`config.mk`:
```
export PLATFORM = sky130hd
export DESIGN_NAME = ssp_core
export DESIGN_NICKNAME = d
export VERILOG_FILES = /design/src/design/ssp_pkg.sv /design/src/design/ssp_fifo_if.sv /design/src/design/ssp_fifo.sv /design/src/design/ssp_core.sv
export VERILOG_INCLUDE_DIRS = /design/src /design/src/design
export SDC_FILE = /design/constraint.sdc
export NUM_CORES = 1
export LEC_CHECK = 0
export BUFFER_PORTS_ARGS = -buffer_cell sky130_fd_sc_hd__buf_2
export CAP_MARGIN = 5
export CORE_MARGIN = 2
export CORE_UTILIZATION = 30
export CTS_BUF_LIST = sky130_fd_sc_hd__clkbuf_4 sky130_fd_sc_hd__clkbuf_8 sky130_fd_sc_hd__clkbuf_16
export CTS_CLUSTER_DIAMETER = 150
export DETAILED_ROUTE_END_ITERATION = 12
export GPL_TIMING_DRIVEN = 0
export PLACE_DENSITY = 0.53
export SYNTH_ARGS = -nofsm -noshare
export SYNTH_HDL_FRONTEND = slang
export SYNTH_SLANG_ARGS = --single-unit
export TNS_END_PERCENT = 10
```
`constraint.sdc`:
```
create_clock -name clk_sys_i -period 4 [get_ports clk_sys_i]
set_input_delay 0.8 -clock clk_sys_i [delete_from_list [all_inputs] [get_ports clk_sys_i]]
set_output_delay 0.8 -clock clk_sys_i [all_outputs]
set_load 0.005 [all_outputs]
```
`src/design/ssp_defs.svh`:
```
// constants for the synchronous serial port
`ifndef SSP_DEFS_SVH
`define SSP_DEFS_SVH
`define SSP_MODE_TX 2'h0
`define SSP_MODE_RX 2'h1
`define SSP_MODE_TXRX 2'h2
`define SSP_CLKSEL_EXT 3'h7
`define SSP_BITS 4'h8
`define SSP_FIFO_DEPTH 4
`define SSP_CLK_MHZ 100
`define SSP_EXT_MIN_NS 40
`define SSP_DIV_BASE 8
`define SSP_HALF_CYC ((`SSP_EXT_MIN_NS * `SSP_CLK_MHZ + 999) / 1000)
`define SSP_BUF_RST 8'h00
`endif

```
`src/design/ssp_pkg.sv`:
```
// types shared by the serial port files
package ssp_pkg;
  typedef enum logic [1:0] {ssp_idle, ssp_wait, ssp_shift} ssp_state_t;
  typedef logic [7:0] ssp_byte_t;
endpackage

```
`src/design/ssp_fifo_if.sv`:
```
// valid/ready stream carrier between the port and its receive fifo
`timescale 1ns/1ps
`default_nettype none
interface ssp_fifo_if #(parameter int WIDTH = 8);
  logic valid;
  logic ready;
  logic [WIDTH-1:0] data;
  modport src (output valid, output data, input ready);
  modport snk (input valid, input data, output ready);
endinterface
`default_nettype wire

```
`src/design/ssp_fifo.sv`:
```
// small synchronous fifo with valid/ready on both sides, registered read data
`timescale 1ns/1ps
`default_nettype none
module ssp_fifo #(
  parameter int WIDTH = 8,
  parameter int DEPTH = 4
) (
  input wire logic clk_sys_i,
  input wire logic srst_i,
  input wire logic flush_i,
  ssp_fifo_if.snk in_if,
  output logic out_valid_o,
  input wire logic out_ready_i,
  output logic [WIDTH-1:0] out_data_o
);
  localparam int AW = $clog2(DEPTH);
  logic [WIDTH-1:0] mem [DEPTH];
  logic [AW-1:0] wptr;
  logic [AW-1:0] rptr;
  logic [AW:0] count;
  logic [WIDTH-1:0] rdata;
  logic rvalid;
  wire push = in_if.valid && in_if.ready;
  wire can_pop = (count != '0) && (!rvalid || out_ready_i);
  assign in_if.ready = (count != (AW+1)'(DEPTH));
  assign out_valid_o = rvalid;
  assign out_data_o = rdata;
  always_ff @(posedge clk_sys_i)
  begin
    if (push)
      mem[wptr] <= in_if.data;
  end
  always_ff @(posedge clk_sys_i)
  begin
    if (srst_i || flush_i)
    begin
      wptr <= '0;
      rptr <= '0;
      count <= '0;
      rvalid <= 1'b0;
      rdata <= '0;
    end
    else
    begin
      if (push)
        wptr <= AW'(wptr + 1'b1);
      if (can_pop)
      begin
        rdata <= mem[rptr];
        rptr <= AW'(rptr + 1'b1);
      end
      if (can_pop)
        rvalid <= 1'b1;
      else if (out_ready_i)
        rvalid <= 1'b0;
      count <= (AW+1)'(count + (AW+1)'(push) - (AW+1)'(can_pop));
    end
  end
endmodule
`default_nettype wire

```
`src/design/ssp_core.sv`:
```
// eight-bit clocked synchronous serial port: tx, rx and full duplex with errors
//
// Summary of operation
// mode 01 selects receive only
// mode 10 full duplex, out fall, in rise
// start sets active flag at next fall
// receive samples input on rising edges
// shift flag high first to eighth fall
// eight bits to buffer, full flag, interrupt
// internal clock starts within one period
// tx write clears empty, rx read clears full
// internal rx parks clock until buffer read
// external clock overrun sets receive error
// receive error discards incoming bits
// second read returns shift register, full clears
// after stop, eight clocks end reception
// no interrupts while receive error stands
// stop finishes byte, clears active, output high
// software clears start before next shift
// force stop halts and initializes everything
// tx underrun sets error, interrupt next fall
// transmit error holds output high
// duplex empty at rise, interrupt with full
// duplex park until read and write
// duplex tx error interrupt after byte received
// bit order select msb zero, lsb one
// clock source 111 selects external clock
// mode 00 selects transmit only
// external clock synchronized before use
`timescale 1ns/1ps
`default_nettype none
`include "ssp_defs.svh"
module ssp_core #(
  parameter int FIFO_DEPTH = `SSP_FIFO_DEPTH
) (
  input wire logic clk_sys_i,
  input wire logic srst_i,
  input wire logic [1:0] transfer_mode_field_i,
  input wire logic [2:0] clock_select_i,
  input wire logic bit_order_select_i,
  input wire logic start_control_bit_set_i,
  input wire logic start_control_bit_clr_i,
  input wire logic force_stop_bit_i,
  input wire logic tx_write_i,
  input wire ssp_pkg::ssp_byte_t tx_data_i,
  input wire logic rx_read_i,
  output ssp_pkg::ssp_byte_t rx_data_o,
  output logic start_control_bit_o,
  output logic transfer_active_flag_o,
  output logic shift_in_progress_flag_o,
  output logic transmit_empty_flag_o,
  output logic receive_full_flag_o,
  output logic transmit_error_flag_o,
  output logic receive_error_flag_o,
  output logic port_interrupt_request_o,
  output logic rx_stream_valid_o,
  input wire logic rx_stream_ready_i,
  output ssp_pkg::ssp_byte_t rx_stream_data_o,
  input wire logic serial_clock_pin_i,
  output logic serial_clock_pin_o,
  output logic serial_clock_pin_oe_o,
  input wire logic serial_data_in_pin_i,
  output logic serial_data_out_pin_o
);
  import ssp_pkg::*;

  ssp_state_t state;
  ssp_state_t next_state;
  logic [2:0] sck_sync;
  logic [2:0] sin_sync;
  logic ext_level;
  logic int_sck;
  logic [7:0] div_cnt;
  ssp_byte_t shreg;
  ssp_byte_t rxbuf;
  ssp_byte_t txbuf;
  logic tx_new;
  logic [3:0] bit_cnt;
  logic rd_second;
  logic irq_pend_next_fall;
  logic irq_pend_rx;
  logic tx_loaded;

  ssp_fifo_if #(.WIDTH(8)) rx_if ();

  function automatic ssp_byte_t shift_in(input ssp_byte_t v, input logic b,
                                         input logic lsb);
    shift_in = lsb ? {b, v[7:1]} : {v[6:0], b};
  endfunction

  // decoded configuration
  wire ext_clk = (clock_select_i == `SSP_CLKSEL_EXT);
  wire mode_tx = (transfer_mode_field_i == `SSP_MODE_TX);
  wire mode_rx = (transfer_mode_field_i == `SSP_MODE_RX);
  wire mode_dx = (transfer_mode_field_i == `SSP_MODE_TXRX);
  wire sends = mode_tx || mode_dx;
  wire recvs = mode_rx || mode_dx;
  wire [7:0] div_half = 8'(`SSP_DIV_BASE << clock_select_i);

  // edges are seen only once stages two and three agree
  wire ext_fall = (sck_sync[2:1] == 2'b00) && ext_level;
  wire ext_rise = (sck_sync[2:1] == 2'b11) && !ext_level;
  wire int_tick = (div_cnt == 8'h00);
  wire int_fall = !ext_clk && int_tick && int_sck && (state != ssp_idle);
  wire int_rise = !ext_clk && int_tick && !int_sck;
  wire sck_fall = ext_clk ? ext_fall : int_fall;
  wire sck_rise = ext_clk ? ext_rise : int_rise;
  wire sin_bit = sin_sync[2];

  // internal clock may only run when the byte's data dependencies are met
  wire rx_ready = !receive_full_flag_o;
  wire tx_ready = tx_new;
  wire int_go = mode_tx ? tx_ready : (mode_rx ? rx_ready : (rx_ready && tx_ready));
  // a cleared start bit lets no new byte begin, so a stray far-end clock stays harmless
  wire byte_start = (state == ssp_wait) && sck_fall && start_control_bit_o
                    && (ext_clk || int_go);
  wire bit_fall = (state == ssp_shift) && sck_fall;
  // eighth fall ends the shift flag; the eighth rise brings in the last bit
  wire last_fall = bit_fall && (bit_cnt == 4'(`SSP_BITS - 4'h1));
  wire byte_done = (state == ssp_shift) && sck_rise && (bit_cnt == `SSP_BITS);
  wire overrun = ext_clk && recvs && receive_full_flag_o;
  wire underrun = ext_clk && sends && !tx_new;
  wire rx_capture = byte_done && recvs && !receive_error_flag_o;
  // an overrun byte never reaches the stream copy
  wire rx_good = rx_capture && !(overrun && !rx_read_i);
  // one shift per bit, at the rise: full duplex shares the register both ways
  wire shift_rise = sck_rise && (state == ssp_shift) && !(recvs && receive_error_flag_o);
  wire [7:0] shreg_in = shift_in(shreg, recvs ? sin_bit : 1'b1, bit_order_select_i);

  always_comb
  begin
    next_state = state;
    unique case (state)
      ssp_idle: if (start_control_bit_o) next_state = ssp_wait;
      ssp_wait: if (byte_start) next_state = ssp_shift;
                else if (!start_control_bit_o && !transfer_active_flag_o) next_state = ssp_idle;
      ssp_shift: if (byte_done) next_state = ssp_wait;
    endcase
  end

  // synchronisers, three stages each
  always_ff @(posedge clk_sys_i)
  begin
    sck_sync <= {sck_sync[1:0], serial_clock_pin_i};
    sin_sync <= {sin_sync[1:0], serial_data_in_pin_i};
    if (srst_i)
      ext_level <= 1'b1;
    else if (ext_fall || ext_rise)
      ext_level <= sck_sync[2];
  end

  // internal divider; clock parks high when idle or waiting
  always_ff @(posedge clk_sys_i)
  begin
    if (srst_i || force_stop_bit_i || ext_clk)
    begin
      div_cnt <= 8'h00;
      int_sck <= 1'b1;
    end
    else if (int_tick)
    begin
      div_cnt <= 8'(div_half - 8'h01);
      if (int_sck && (state == ssp_shift) && (bit_cnt != `SSP_BITS)) int_sck <= 1'b0;
      else if (int_sck && byte_start) int_sck <= 1'b0;
      else int_sck <= 1'b1;
    end
    else
      div_cnt <= 8'(div_cnt - 8'h01);
  end
  assign serial_clock_pin_o = int_sck;
  assign serial_clock_pin_oe_o = !ext_clk;

  // control/status
  always_ff @(posedge clk_sys_i)
  begin
    if (srst_i || force_stop_bit_i)
    begin
      state <= ssp_idle;
      start_control_bit_o <= 1'b0;
      transfer_active_flag_o <= 1'b0;
      shift_in_progress_flag_o <= 1'b0;
      transmit_empty_flag_o <= 1'b0;
      receive_full_flag_o <= 1'b0;
      transmit_error_flag_o <= 1'b0;
      receive_error_flag_o <= 1'b0;
      port_interrupt_request_o <= 1'b0;
      irq_pend_next_fall <= 1'b0;
      irq_pend_rx <= 1'b0;
      bit_cnt <= 4'h0;
      tx_new <= 1'b0;
      tx_loaded <= 1'b0;
      rd_second <= 1'b0;
      txbuf <= `SSP_BUF_RST;
      rxbuf <= `SSP_BUF_RST;
      shreg <= `SSP_BUF_RST;
    end
    else
    begin
      state <= next_state;
      port_interrupt_request_o <= 1'b0;
      if (start_control_bit_set_i)
        start_control_bit_o <= 1'b1;
      else if (start_control_bit_clr_i)
        start_control_bit_o <= 1'b0;
      if (byte_start)
        transfer_active_flag_o <= 1'b1;
      else if (state == ssp_wait && !start_control_bit_o && !byte_start)
        transfer_active_flag_o <= 1'b0;
      if (byte_start)
        shift_in_progress_flag_o <= 1'b1;
      else if (last_fall)
        shift_in_progress_flag_o <= 1'b0;
      // bit counter counts falling edges of the byte
      if (byte_start)
        bit_cnt <= 4'h1;
      else if (bit_fall)
        bit_cnt <= 4'(bit_cnt + 4'h1);
      // transmit side
      if (tx_write_i)
      begin
        txbuf <= tx_data_i;
        tx_new <= 1'b1;
        transmit_empty_flag_o <= 1'b0;
      end
      if (byte_start && sends)
      begin
        if (tx_new && !tx_write_i)
        begin
          shreg <= txbuf;
          tx_new <= 1'b0;
          tx_loaded <= 1'b1;
        end
        else if (underrun && !tx_write_i)
        begin
          transmit_error_flag_o <= 1'b1;
          if (mode_tx)
            irq_pend_next_fall <= 1'b1;
        end
      end
      else if (shift_rise)
        shreg <= shreg_in;
      if (sck_rise && tx_loaded)
      begin
        tx_loaded <= 1'b0;
        transmit_empty_flag_o <= 1'b1;
        if (mode_tx)
          irq_pend_next_fall <= 1'b1;
      end
      if (irq_pend_next_fall && sck_fall)
      begin
        irq_pend_next_fall <= 1'b0;
        port_interrupt_request_o <= !receive_error_flag_o;
      end
      // receive side
      if (rx_read_i && receive_full_flag_o)
      begin
        if (receive_error_flag_o && !rd_second)
        begin
          rd_second <= 1'b1;
          rxbuf <= shreg;
        end
        else
        begin
          receive_full_flag_o <= 1'b0;
          receive_error_flag_o <= 1'b0;
          rd_second <= 1'b0;
        end
      end
      if (byte_done && recvs)
      begin
        if (overrun && !rx_read_i)
        begin
          if (!receive_error_flag_o)
            port_interrupt_request_o <= 1'b1;
          receive_error_flag_o <= 1'b1;
        end
        else if (rx_capture)
        begin
          rxbuf <= shreg_in;
          receive_full_flag_o <= 1'b1;
          port_interrupt_request_o <= 1'b1;
        end
      end
    end
  end

  // serial output: idle high, high on transmit error
  always_ff @(posedge clk_sys_i)
  begin
    if (srst_i || force_stop_bit_i)
      serial_data_out_pin_o <= 1'b1;
    else if (!sends || transmit_error_flag_o || state != ssp_shift && !byte_start)
      serial_data_out_pin_o <= 1'b1;
    else if (byte_start && tx_new)
      serial_data_out_pin_o <= bit_order_select_i ? txbuf[0] : txbuf[7];
    else if (bit_fall && bit_cnt != `SSP_BITS)
      serial_data_out_pin_o <= bit_order_select_i ? shreg[0] : shreg[7];
  end

  assign rx_data_o = rxbuf;
  assign rx_if.valid = rx_good;
  assign rx_if.data = shreg_in;

  ssp_fifo #(.WIDTH(8), .DEPTH(FIFO_DEPTH)) u_rx_fifo (
    .clk_sys_i(clk_sys_i),
    .srst_i(srst_i),
    .flush_i(force_stop_bit_i),
    .in_if(rx_if),
    .out_valid_o(rx_stream_valid_o),
    .out_ready_i(rx_stream_ready_i),
    .out_data_o(rx_stream_data_o)
  );
endmodule
`default_nettype wire

```
==> reports/metrics.csv, run 1 <==
stage;metric;value;unit
sta;Final Critical Period;3350;ps
worst_hold_path;hold crit path type;flip-flop to flip-flop;
place;post-DP HPWL;7720;um
worst_setup_path;max incr delay on CP;500;ps
sta;RSZ-0062 raised after global routing;false;
worst_hold_path;Hold Path Cell Cnt;0;
cts;CTS buffer count;9;
cts;CTS root buf;clkbuf_16;
power_and_ir_drop;pwr/cell area;406;nW/um^2
yosys;Yosys reg bits;107;
yosys;Syn Nets;464;
run;max_cap viols;0;
sta;relative slew slack;40.9;%
detailed_routing;Post-DRT Antenna Nets;0;
floorplan;die area;16500;um^2
cts;Reg clk slew, reported paths;80;ps
global_routing;first-pass GRT wire length;16900;um
worst_setup_path;CP arrival;3570;ps
place;gpl congestion;0.835;
detailed_routing;drt via density;4.89;
finish;Net count, final;526;
floorplan;die height;128;um
outcome;status;completed;
yosys;Mapped Cells;426;
detailed_routing;drt wl/cell;15.6;um
floorplan;Die W;128;um
place;placed cells;665;
yosys;library cells used by synthesis;59;
power_and_ir_drop;Pleak;2.13;nW
finish;Post-Layout Cell Count;681;
worst_setup_path;R2R setup slack;650;ps
global_routing;initial antenna violation count;0;
yosys;Ys Warns;0;
cts;Clock Latency Late Sink;350;ps
worst_setup_path;ordered cell list for the critical path;inv_1 -> ha_1 -> or3b_2 -> or2_4 -> o31ai_4 -> nand4_1 -> nor2_1 -> ha_1 -> inv_1 -> fa_1 -> xor2_1 -> xnor2_1 -> nor2_1;
floorplan;# IOs;52;
cts;TritonCTS clock tree;yes;
worst_setup_path;Critical Path RT;4230;ps
cts;Post-CTS Hold Buffers;0;
cts;Setup Fix Bufs, Post-CTS;0;
power_and_ir_drop;Total Power;2.21;mW
power_and_ir_drop;Max VDD drop;0.000258;V
global_routing;GRT Total Usage;13.5;%
yosys;Seq/Total Area, Yosys;53.1;%
floorplan;CORE AREA;15100;um^2
sta;Worst Tran Pin Value;886;ps
worst_setup_path;slowest library cell on the worst path;or3b_2;
detailed_routing;routed via count;3328;
place;I/O Buffers;51;
global_routing;total gr overflow;0;
global_routing;number of global-route vias before repair;3211;
worst_setup_path;worst setup path category;flip-flop to flip-flop;
finish;share of cells above drive strength 1;19.1;%
sta;Worst Skew;9.27;ps
sta;Hold Fails Final Rpt;0;
sta;fin. max-slew vios;0;
yosys;mean post-synth cell area;10.9;um^2
cts;clock sink count;107;
finish;Syn-to-layout area delta;17.3;%
detailed_routing;first-pass iteration count of the detailed router;4;
sta;TNS Setup;0;ps
sta;Tcrit/Tclk final;83.7;%
detailed_routing;DRT iter0 DRCs;149;
worst_setup_path;crit start category;flip-flop;
finish;Inserted Diodes;0;
cts;Resize count post-CTS;0;
sta;f_max;299;MHz
yosys;Synth Flop Type;dfxtp_1;
worst_setup_path;CP endpoint kind;flip-flop;
detailed_routing;post-route DRC violation count;0;
global_routing;pin count of the biggest net entering global routing;19;
worst_setup_path;worst-path maximum fanout;8;
cts;Longest Clk Path Bufs;2;
floorplan;Rows;45;
yosys;Mapped Area;4630;um^2
sta;Final setup violation count;0;
worst_setup_path;Reg2Reg Depth;13;
detailed_routing;WL final;10600;um
yosys;Async SR Flop Fraction;0;%
floorplan;Initial Util;30.6;%
cts;H-tree levels;3;
yosys;Post-synth EDFFs;32;
## Yosys cell counts (all sizes together) (9+ instances only)
master	instances	share of area, %
dfxtp	75	32
nor2	62	5.0
mux2i	34	7.3
edfxtp	32	21
nand2	27	2.3
a21oi	22	2.4
inv	18	1.5
ha	13	3.5
a211oi	11	1.9
clkbuf	11	0.89
o21ai	9	0.97
xnor2	9	1.7
## cell type report
cell class,instances,area (um^2)
Fill cell,1520,9710
Sequential cell,107,2460
Multi-Input combinational cell,284,2030
Timing Repair Buffer,51,255
Clock buffer,10,239
Tap cell,188,235
Buffer,17,73.8
Clock inverter,6,71.3
Inverter,18,67.6
## final timing paths
check,from,endpoint
worst max-delay path,div_cnt[0]$_SDFF_PP0_,u_rx_fifo.count[2]$_SDFF_PP0_
worst min-delay path,sck_sync[0]$_DFF_P_,sck_sync[1]$_DFF_P_
worst max register to register,div_cnt[0]$_SDFF_PP0_,u_rx_fifo.count[2]$_SDFF_PP0_
worst min register to register,sck_sync[0]$_DFF_P_,sck_sync[1]$_DFF_P_
## report_power, final
part / leakage, nW / switching (mW) / internal, mW / total (mW)
logic: 1.09 / 0.0839 / 0.0619 / 0.146
registers: 0.894 / 0.0123 / 1.13 / 1.14
clock network: 0.146 / 0.414 / 0.508 / 0.922
## through the flow
step | util [%] | hold slack [ps] | setup WS, ps | cell area [um^2]
2_1_floorplan | - | 310 | 1120 | 4630
3_3_place_gp | 33.8 | 314 | 590 | 5120
3_5_place_dp | 33.8 | 315 | 554 | 5120
4_1_cts | 35.9 | 332 | 614 | 5430
5_1_grt | 35.9 | 337 | 435 | 5430
6_report | 35.9 | 329 | 651 | 5430
## per-layer routing
metal	vias to the layer above	routed length, um	track usage [%]
met5	-	0	0
met4	0	114	4.14
met3	10	469	3.46
met2	60	5120	22.6
met1	1613	4900	17.1
li1	1645	-	-
## placed cells by master, fill, tap and decap left out, types with 11 or more instances in the layout
| cell | synthesis | routed |
|---|---|---|
| ha_1 | 13 | 13 |
| dfxtp_1 | 75 | 75 |
| nor2_1 | 62 | 62 |
| inv_1 | 18 | 18 |
| a21oi_1 | 22 | 22 |
| buf_2 | 2 | 53 |
| nand2_1 | 26 | 26 |
| clkbuf_1 | 11 | 11 |
| mux2i_1 | 34 | 34 |
| edfxtp_1 | 32 | 32 |
## registers in the layout, summed over array words and instances, names as in the netlist, 2 cells and up, named ones only
name / count
u_rx_fifo.mem: 32
u_rx_fifo.rptr: 2
state: 2
u_rx_fifo.out_data_o: 8
rx_data_o: 8
u_rx_fifo.count: 3
sin_sync: 3
bit_cnt: 4
shreg: 8
u_rx_fifo.wptr: 2
txbuf: 8
div_cnt: 8
sck_sync: 3
## kinds of logic (layout without fill, tap and decap cells)
kind of cell / count (synthesis) / after routing / share of synthesized area, %
simple gates: 139 / 139 / 14.7
flops: 107 / 107 / 53.1
compound gates: 72 / 72 / 10.5
mux: 47 / 47 / 12.4
buf+inv: 35 / 102 / 3.05
fa+ha+maj: 14 / 14 / 3.94
xor+xnor: 12 / 12 / 2.27
## critical path, delay by kind of cell (launching register included)
| family | cells | cell delay (ps) |
|---|---|---|
| xor+xnor | 2 | 320 |
| simple gates | 5 | 1380 |
| fa+ha+maj | 3 | 700 |
| flops | 1 | 320 |
| compound gates | 1 | 370 |
| buf+inv | 2 | 130 |
Power figures use the tool's default switching activity.
==> run 2: changes to the inputs <==
- ABC_AREA: not set -> 1
- PLACE_DENSITY: 0.53 -> 0.55
- clock period: 4 -> 2.9 ns (I/O delays scaled with it)
==> run 2 against run 1 <==
- first-iteration DRC count rose by 13%
- setup slack got worse by 330 ps
- synthesized area rose by 5.1%
- worst hold slack got worse by 3.2 ps
- final cell count rose by 31%
- non-clock buffer count rose by 3
- sequential share of layout area fell by 2.0 points
- die area rose by 4.9%
- clock skew fell by 2.0 ps
- via count rose by 18%
- register-to-register slack got worse by 330 ps
- critical endpoint unchanged
==> reports/metrics.csv, run 2 <==
stage;metric;value;unit;change
outcome;status;completed;;
yosys;Async SR Flop Fraction;0;%;unchanged
sta;f_max;388;MHz;+30%
worst_setup_path;crit start category;flip-flop;;
worst_setup_path;worst setup path category;flip-flop to flip-flop;;
yosys;count leader, synth;nand2_1;;
cts;Post-CTS Hold Buffers;0;;unchanged
worst_hold_path;Worst Hold Endpoint;sin_sync[0]$_DFF_P_;;
detailed_routing;drt via density;4.40;;-9.9%
place;post-DP HPWL;8450;um;+9.5%
worst_setup_path;Reg2Reg Depth;16;;+3
detailed_routing;DRT iter0 DRCs;169;;+13%
place;gpl congestion;0.815;;-2.4%
worst_setup_path;worst-path maximum fanout;6;;-2
sta;relative slew slack;40.0;%;-0.88 points
detailed_routing;first-pass iteration count of the detailed router;4;;unchanged
power_and_ir_drop;Pleak;2.46;nW;+15%
cts;Longest Clk Path Bufs;2;;unchanged
yosys;Seq/Total Area, Yosys;50.6;%;-2.6 points
yosys;Ys Warns;0;;unchanged
finish;Syn-to-layout area delta;16.8;%;
yosys;Synth Flop Type;dfxtp_1;;
cts;clock sink count;107;;unchanged
sta;Worst Skew;7.25;ps;-2.02 ps
worst_hold_path;Worst Hold Launch;serial_data_in_pin_i;;
cts;Setup Fix Bufs, Post-CTS;0;;unchanged
sta;Final Critical Period;2580;ps;-769 ps
finish;share of cells above drive strength 1;13.7;%;-5.3 points
finish;Sequential Area;2460;um^2;unchanged
yosys;Yosys reg bits;107;;unchanged
floorplan;die height;131;um;+2.4%
finish;Net count, final;710;;+35%
worst_setup_path;CP bufs+invs;3;;+1
floorplan;Initial Util;30.6;%;+0.057 points
sta;worst-case hold slack;326;ps;-3.15 ps
finish;commonest non-fill, non-tap cell in the layout;nand2_1;;
worst_setup_path;reg-to-reg endpoint;u_rx_fifo.count[2]$_SDFF_PP0_;;
finish;Inserted Diodes;0;;unchanged
yosys;Post-synth EDFFs;32;;unchanged
global_routing;total gr overflow;0;;unchanged
power_and_ir_drop;Max VDD drop;0.000361;V;+40%
global_routing;pin count of the biggest net entering global routing;20;;+1
floorplan;Die W;131;um;+2.4%
worst_hold_path;hold crit path type;input port to flip-flop;;
sta;RSZ-0062 raised after global routing;false;;
floorplan;die area;17300;um^2;+4.9%
sta;Hold Fails Final Rpt;0;;unchanged
detailed_routing;WL final;11300;um;+6.4%
detailed_routing;drt wl/cell;12.6;um;-19%
power_and_ir_drop;pwr/cell area;606;nW/um^2;+49%
global_routing;first-pass GRT wire length;18800;um;+11%
cts;CTS root buf;clkbuf_16;;
sta;TNS Setup;0;ps;unchanged
cts;H-tree levels;3;;unchanged
worst_setup_path;CP dominant cell by count;inv_1;;
worst_setup_path;ordered cell list for the critical path;inv_1 -> ha_1 -> nand2_1 -> nor2_4 -> nand2_2 -> nand2_2 -> nand4_4 -> nor2_4 -> nand2_1 -> inv_1 -> ha_1 -> inv_1 -> fa_1 -> xor2_1 -> o21ai_0 -> a21oi_1;;
yosys;Synth area leader;dfxtp_1;;
sta;Tcrit/Tclk final;89.0;%;+5.2 points
sta;Final setup violation count;0;;unchanged
global_routing;GRT Total Usage;13.5;%;+0.025 points
worst_setup_path;slowest library cell on the worst path;fa_1;;
yosys;Mapped Cells;609;;+43%
finish;Top reg by flops;u_rx_fifo.mem;;
detailed_routing;Post-DRT Antenna Nets;0;;unchanged
worst_setup_path;reg2reg start;div_cnt[0]$_SDFF_PP0_;;
worst_setup_path;Critical Path RT;3140;ps;-1090 ps
cts;Reg clk slew, reported paths;70;ps;about the same
cts;TritonCTS clock tree;yes;;
global_routing;number of global-route vias before repair;3817;;+19%
yosys;Area contributors post-synth;dfxtp_1, edfxtp_1, nand2_1;;
worst_setup_path;max incr delay on CP;370;ps;-130 ps
cts;Clock Latency Late Sink;350;ps;about the same
run;max_cap viols;0;;unchanged
detailed_routing;post-route DRC violation count;0;;unchanged
yosys;Mapped Area;4870;um^2;+5.1%
worst_setup_path;R2R setup slack;320;ps;-330 ps
sta;Worst Tran Pin Value;890;ps;+4.72 ps
floorplan;CORE AREA;15900;um^2;+4.9%
place;I/O Buffers;50;;-2.0%
worst_setup_path;CP arrival;2820;ps;-750 ps
cts;CTS buffer count;9;;unchanged
finish;most frequent cells in the layout;nand2_1, nor2_1, dfxtp_1, inv_1, o21ai_0;;
global_routing;initial antenna violation count;1;;+1
sta;fin. max-slew vios;0;;unchanged
worst_hold_path;Hold Path Cell Cnt;1;;+1
finish;area of the multi-input gates;2040;um^2;+0.37%
yosys;commonest cells in the netlist;nand2_1, nor2_1, dfxtp_1;;
finish;max FFs per register;32;;unchanged
finish;fillcell total;1706;;+12%
worst_setup_path;CP endpoint kind;flip-flop;;
floorplan;Rows;46;;+2.2%
worst_setup_path;family with the most delay on the worst path;simple AND/OR/NAND/NOR gates;;
cts;Resize count post-CTS;0;;unchanged
yosys;Syn Nets;647;;+39%
yosys;share of the synthesized area in the top cell type;30.8;%;-1.6 points
yosys;library cells used by synthesis;34;;-42%
floorplan;# IOs;52;;unchanged
detailed_routing;routed via count;3933;;+18%
yosys;mean post-synth cell area;7.99;um^2;-26%
==> run 2: changes by cell type in the layout (fill, tap and decap cells not counted), moves of 9 or more <==
cell / previous run / this run
inv_1: 18 / 70
o21ai_0: 8 / 57
nand3_1: 1 / 27
a21oi_1: 22 / 40
nand2_1: 26 / 112
nand4_1: 2 / 16
xnor2_1: 9 / 0
nor2_1: 62 / 100
mux2i_1: 34 / 0
==> run 2: how the worst max path moves through the flow <==
stage	start	to	depth (start not counted)
floorplan	transfer_mode_field_i[0]	u_rx_fifo.count[2]$_SDFF_PP0_	13
global placement	clock_select_i[1]	u_rx_fifo.count[2]$_SDFF_PP0_	15
detailed placement	clock_select_i[1]	u_rx_fifo.count[2]$_SDFF_PP0_	15
CTS	div_cnt[0]$_SDFF_PP0_	u_rx_fifo.count[2]$_SDFF_PP0_	16
global route	div_cnt[0]$_SDFF_PP0_	u_rx_fifo.count[2]$_SDFF_PP0_	16
finish	div_cnt[0]$_SDFF_PP0_	u_rx_fifo.count[2]$_SDFF_PP0_	16
==> run 2: kinds of logic (layout without fill, tap and decap cells) <==
kind of cell | Yosys count | in the layout | synth area share [%]
AO/OA/AOI/OAI | 118 | 118 | 12.9
flip-flops | 107 | 107 | 50.6
buffers and inverters | 94 | 162 | 7.58
XOR/XNOR | 1 | 1 | 0.180
adder cells (fa/ha/maj) | 14 | 14 | 3.75
AND/OR/NAND/NOR | 275 | 275 | 25.0
==> run 2: final cells by class <==
type,count,area share [%]
Buffer,19,1.54
Clock buffer,9,3.96
Clock inverter,7,1.01
Inverter,75,4.95
Multi-Input combinational cell,408,35.8
Sequential cell,107,43.3
Tap cell,216,4.75
Timing Repair Buffer,52,4.66
==> run 2: power by group <==
group / internal, mW / switching (mW) / total (mW)
Combinational: 0.212 / 0.385 / 0.597
Clock: 0.599 / 0.593 / 1.19
Sequential: 1.62 / 0.0401 / 1.66
==> run 2: layer usage <==
metal,up-vias,GRT usage [%],share of wire [%]
met3,9,3.59,3.9
li1,2133,-,-
met2,63,23.0,47
met1,1728,17.1,48
met5,-,0,0
met4,0,3.26,0.96
==> run 2: through the flow <==
stage | cell area (um^2) | cells | power, mW | util, % | worst slack (ps)
after floorplan | 4870 | 609 | 2.09 | - | 403
after global placement | 5390 | 875 | 2.28 | 33.9 | 23.2
after detailed placement | 5390 | 875 | 2.28 | 33.9 | 7.22
after CTS | 5670 | 891 | 3.49 | 35.7 | 198
after global routing | 5690 | 893 | 3.66 | 35.8 | 84.7
final | 5690 | 893 | 3.44 | 35.8 | 320
==> run 2: worst register-to-register path: cells and delay by family, from the launching register on <==
kind                       cells  cell delay (ps)
AOI/OAI and AO/OA              2              200
xor gates and xnor gates       1              180
adders and majority gates      3              650
buffers and inverters          3              220
DFF                            1              320
and+or+nand+nor                7              920
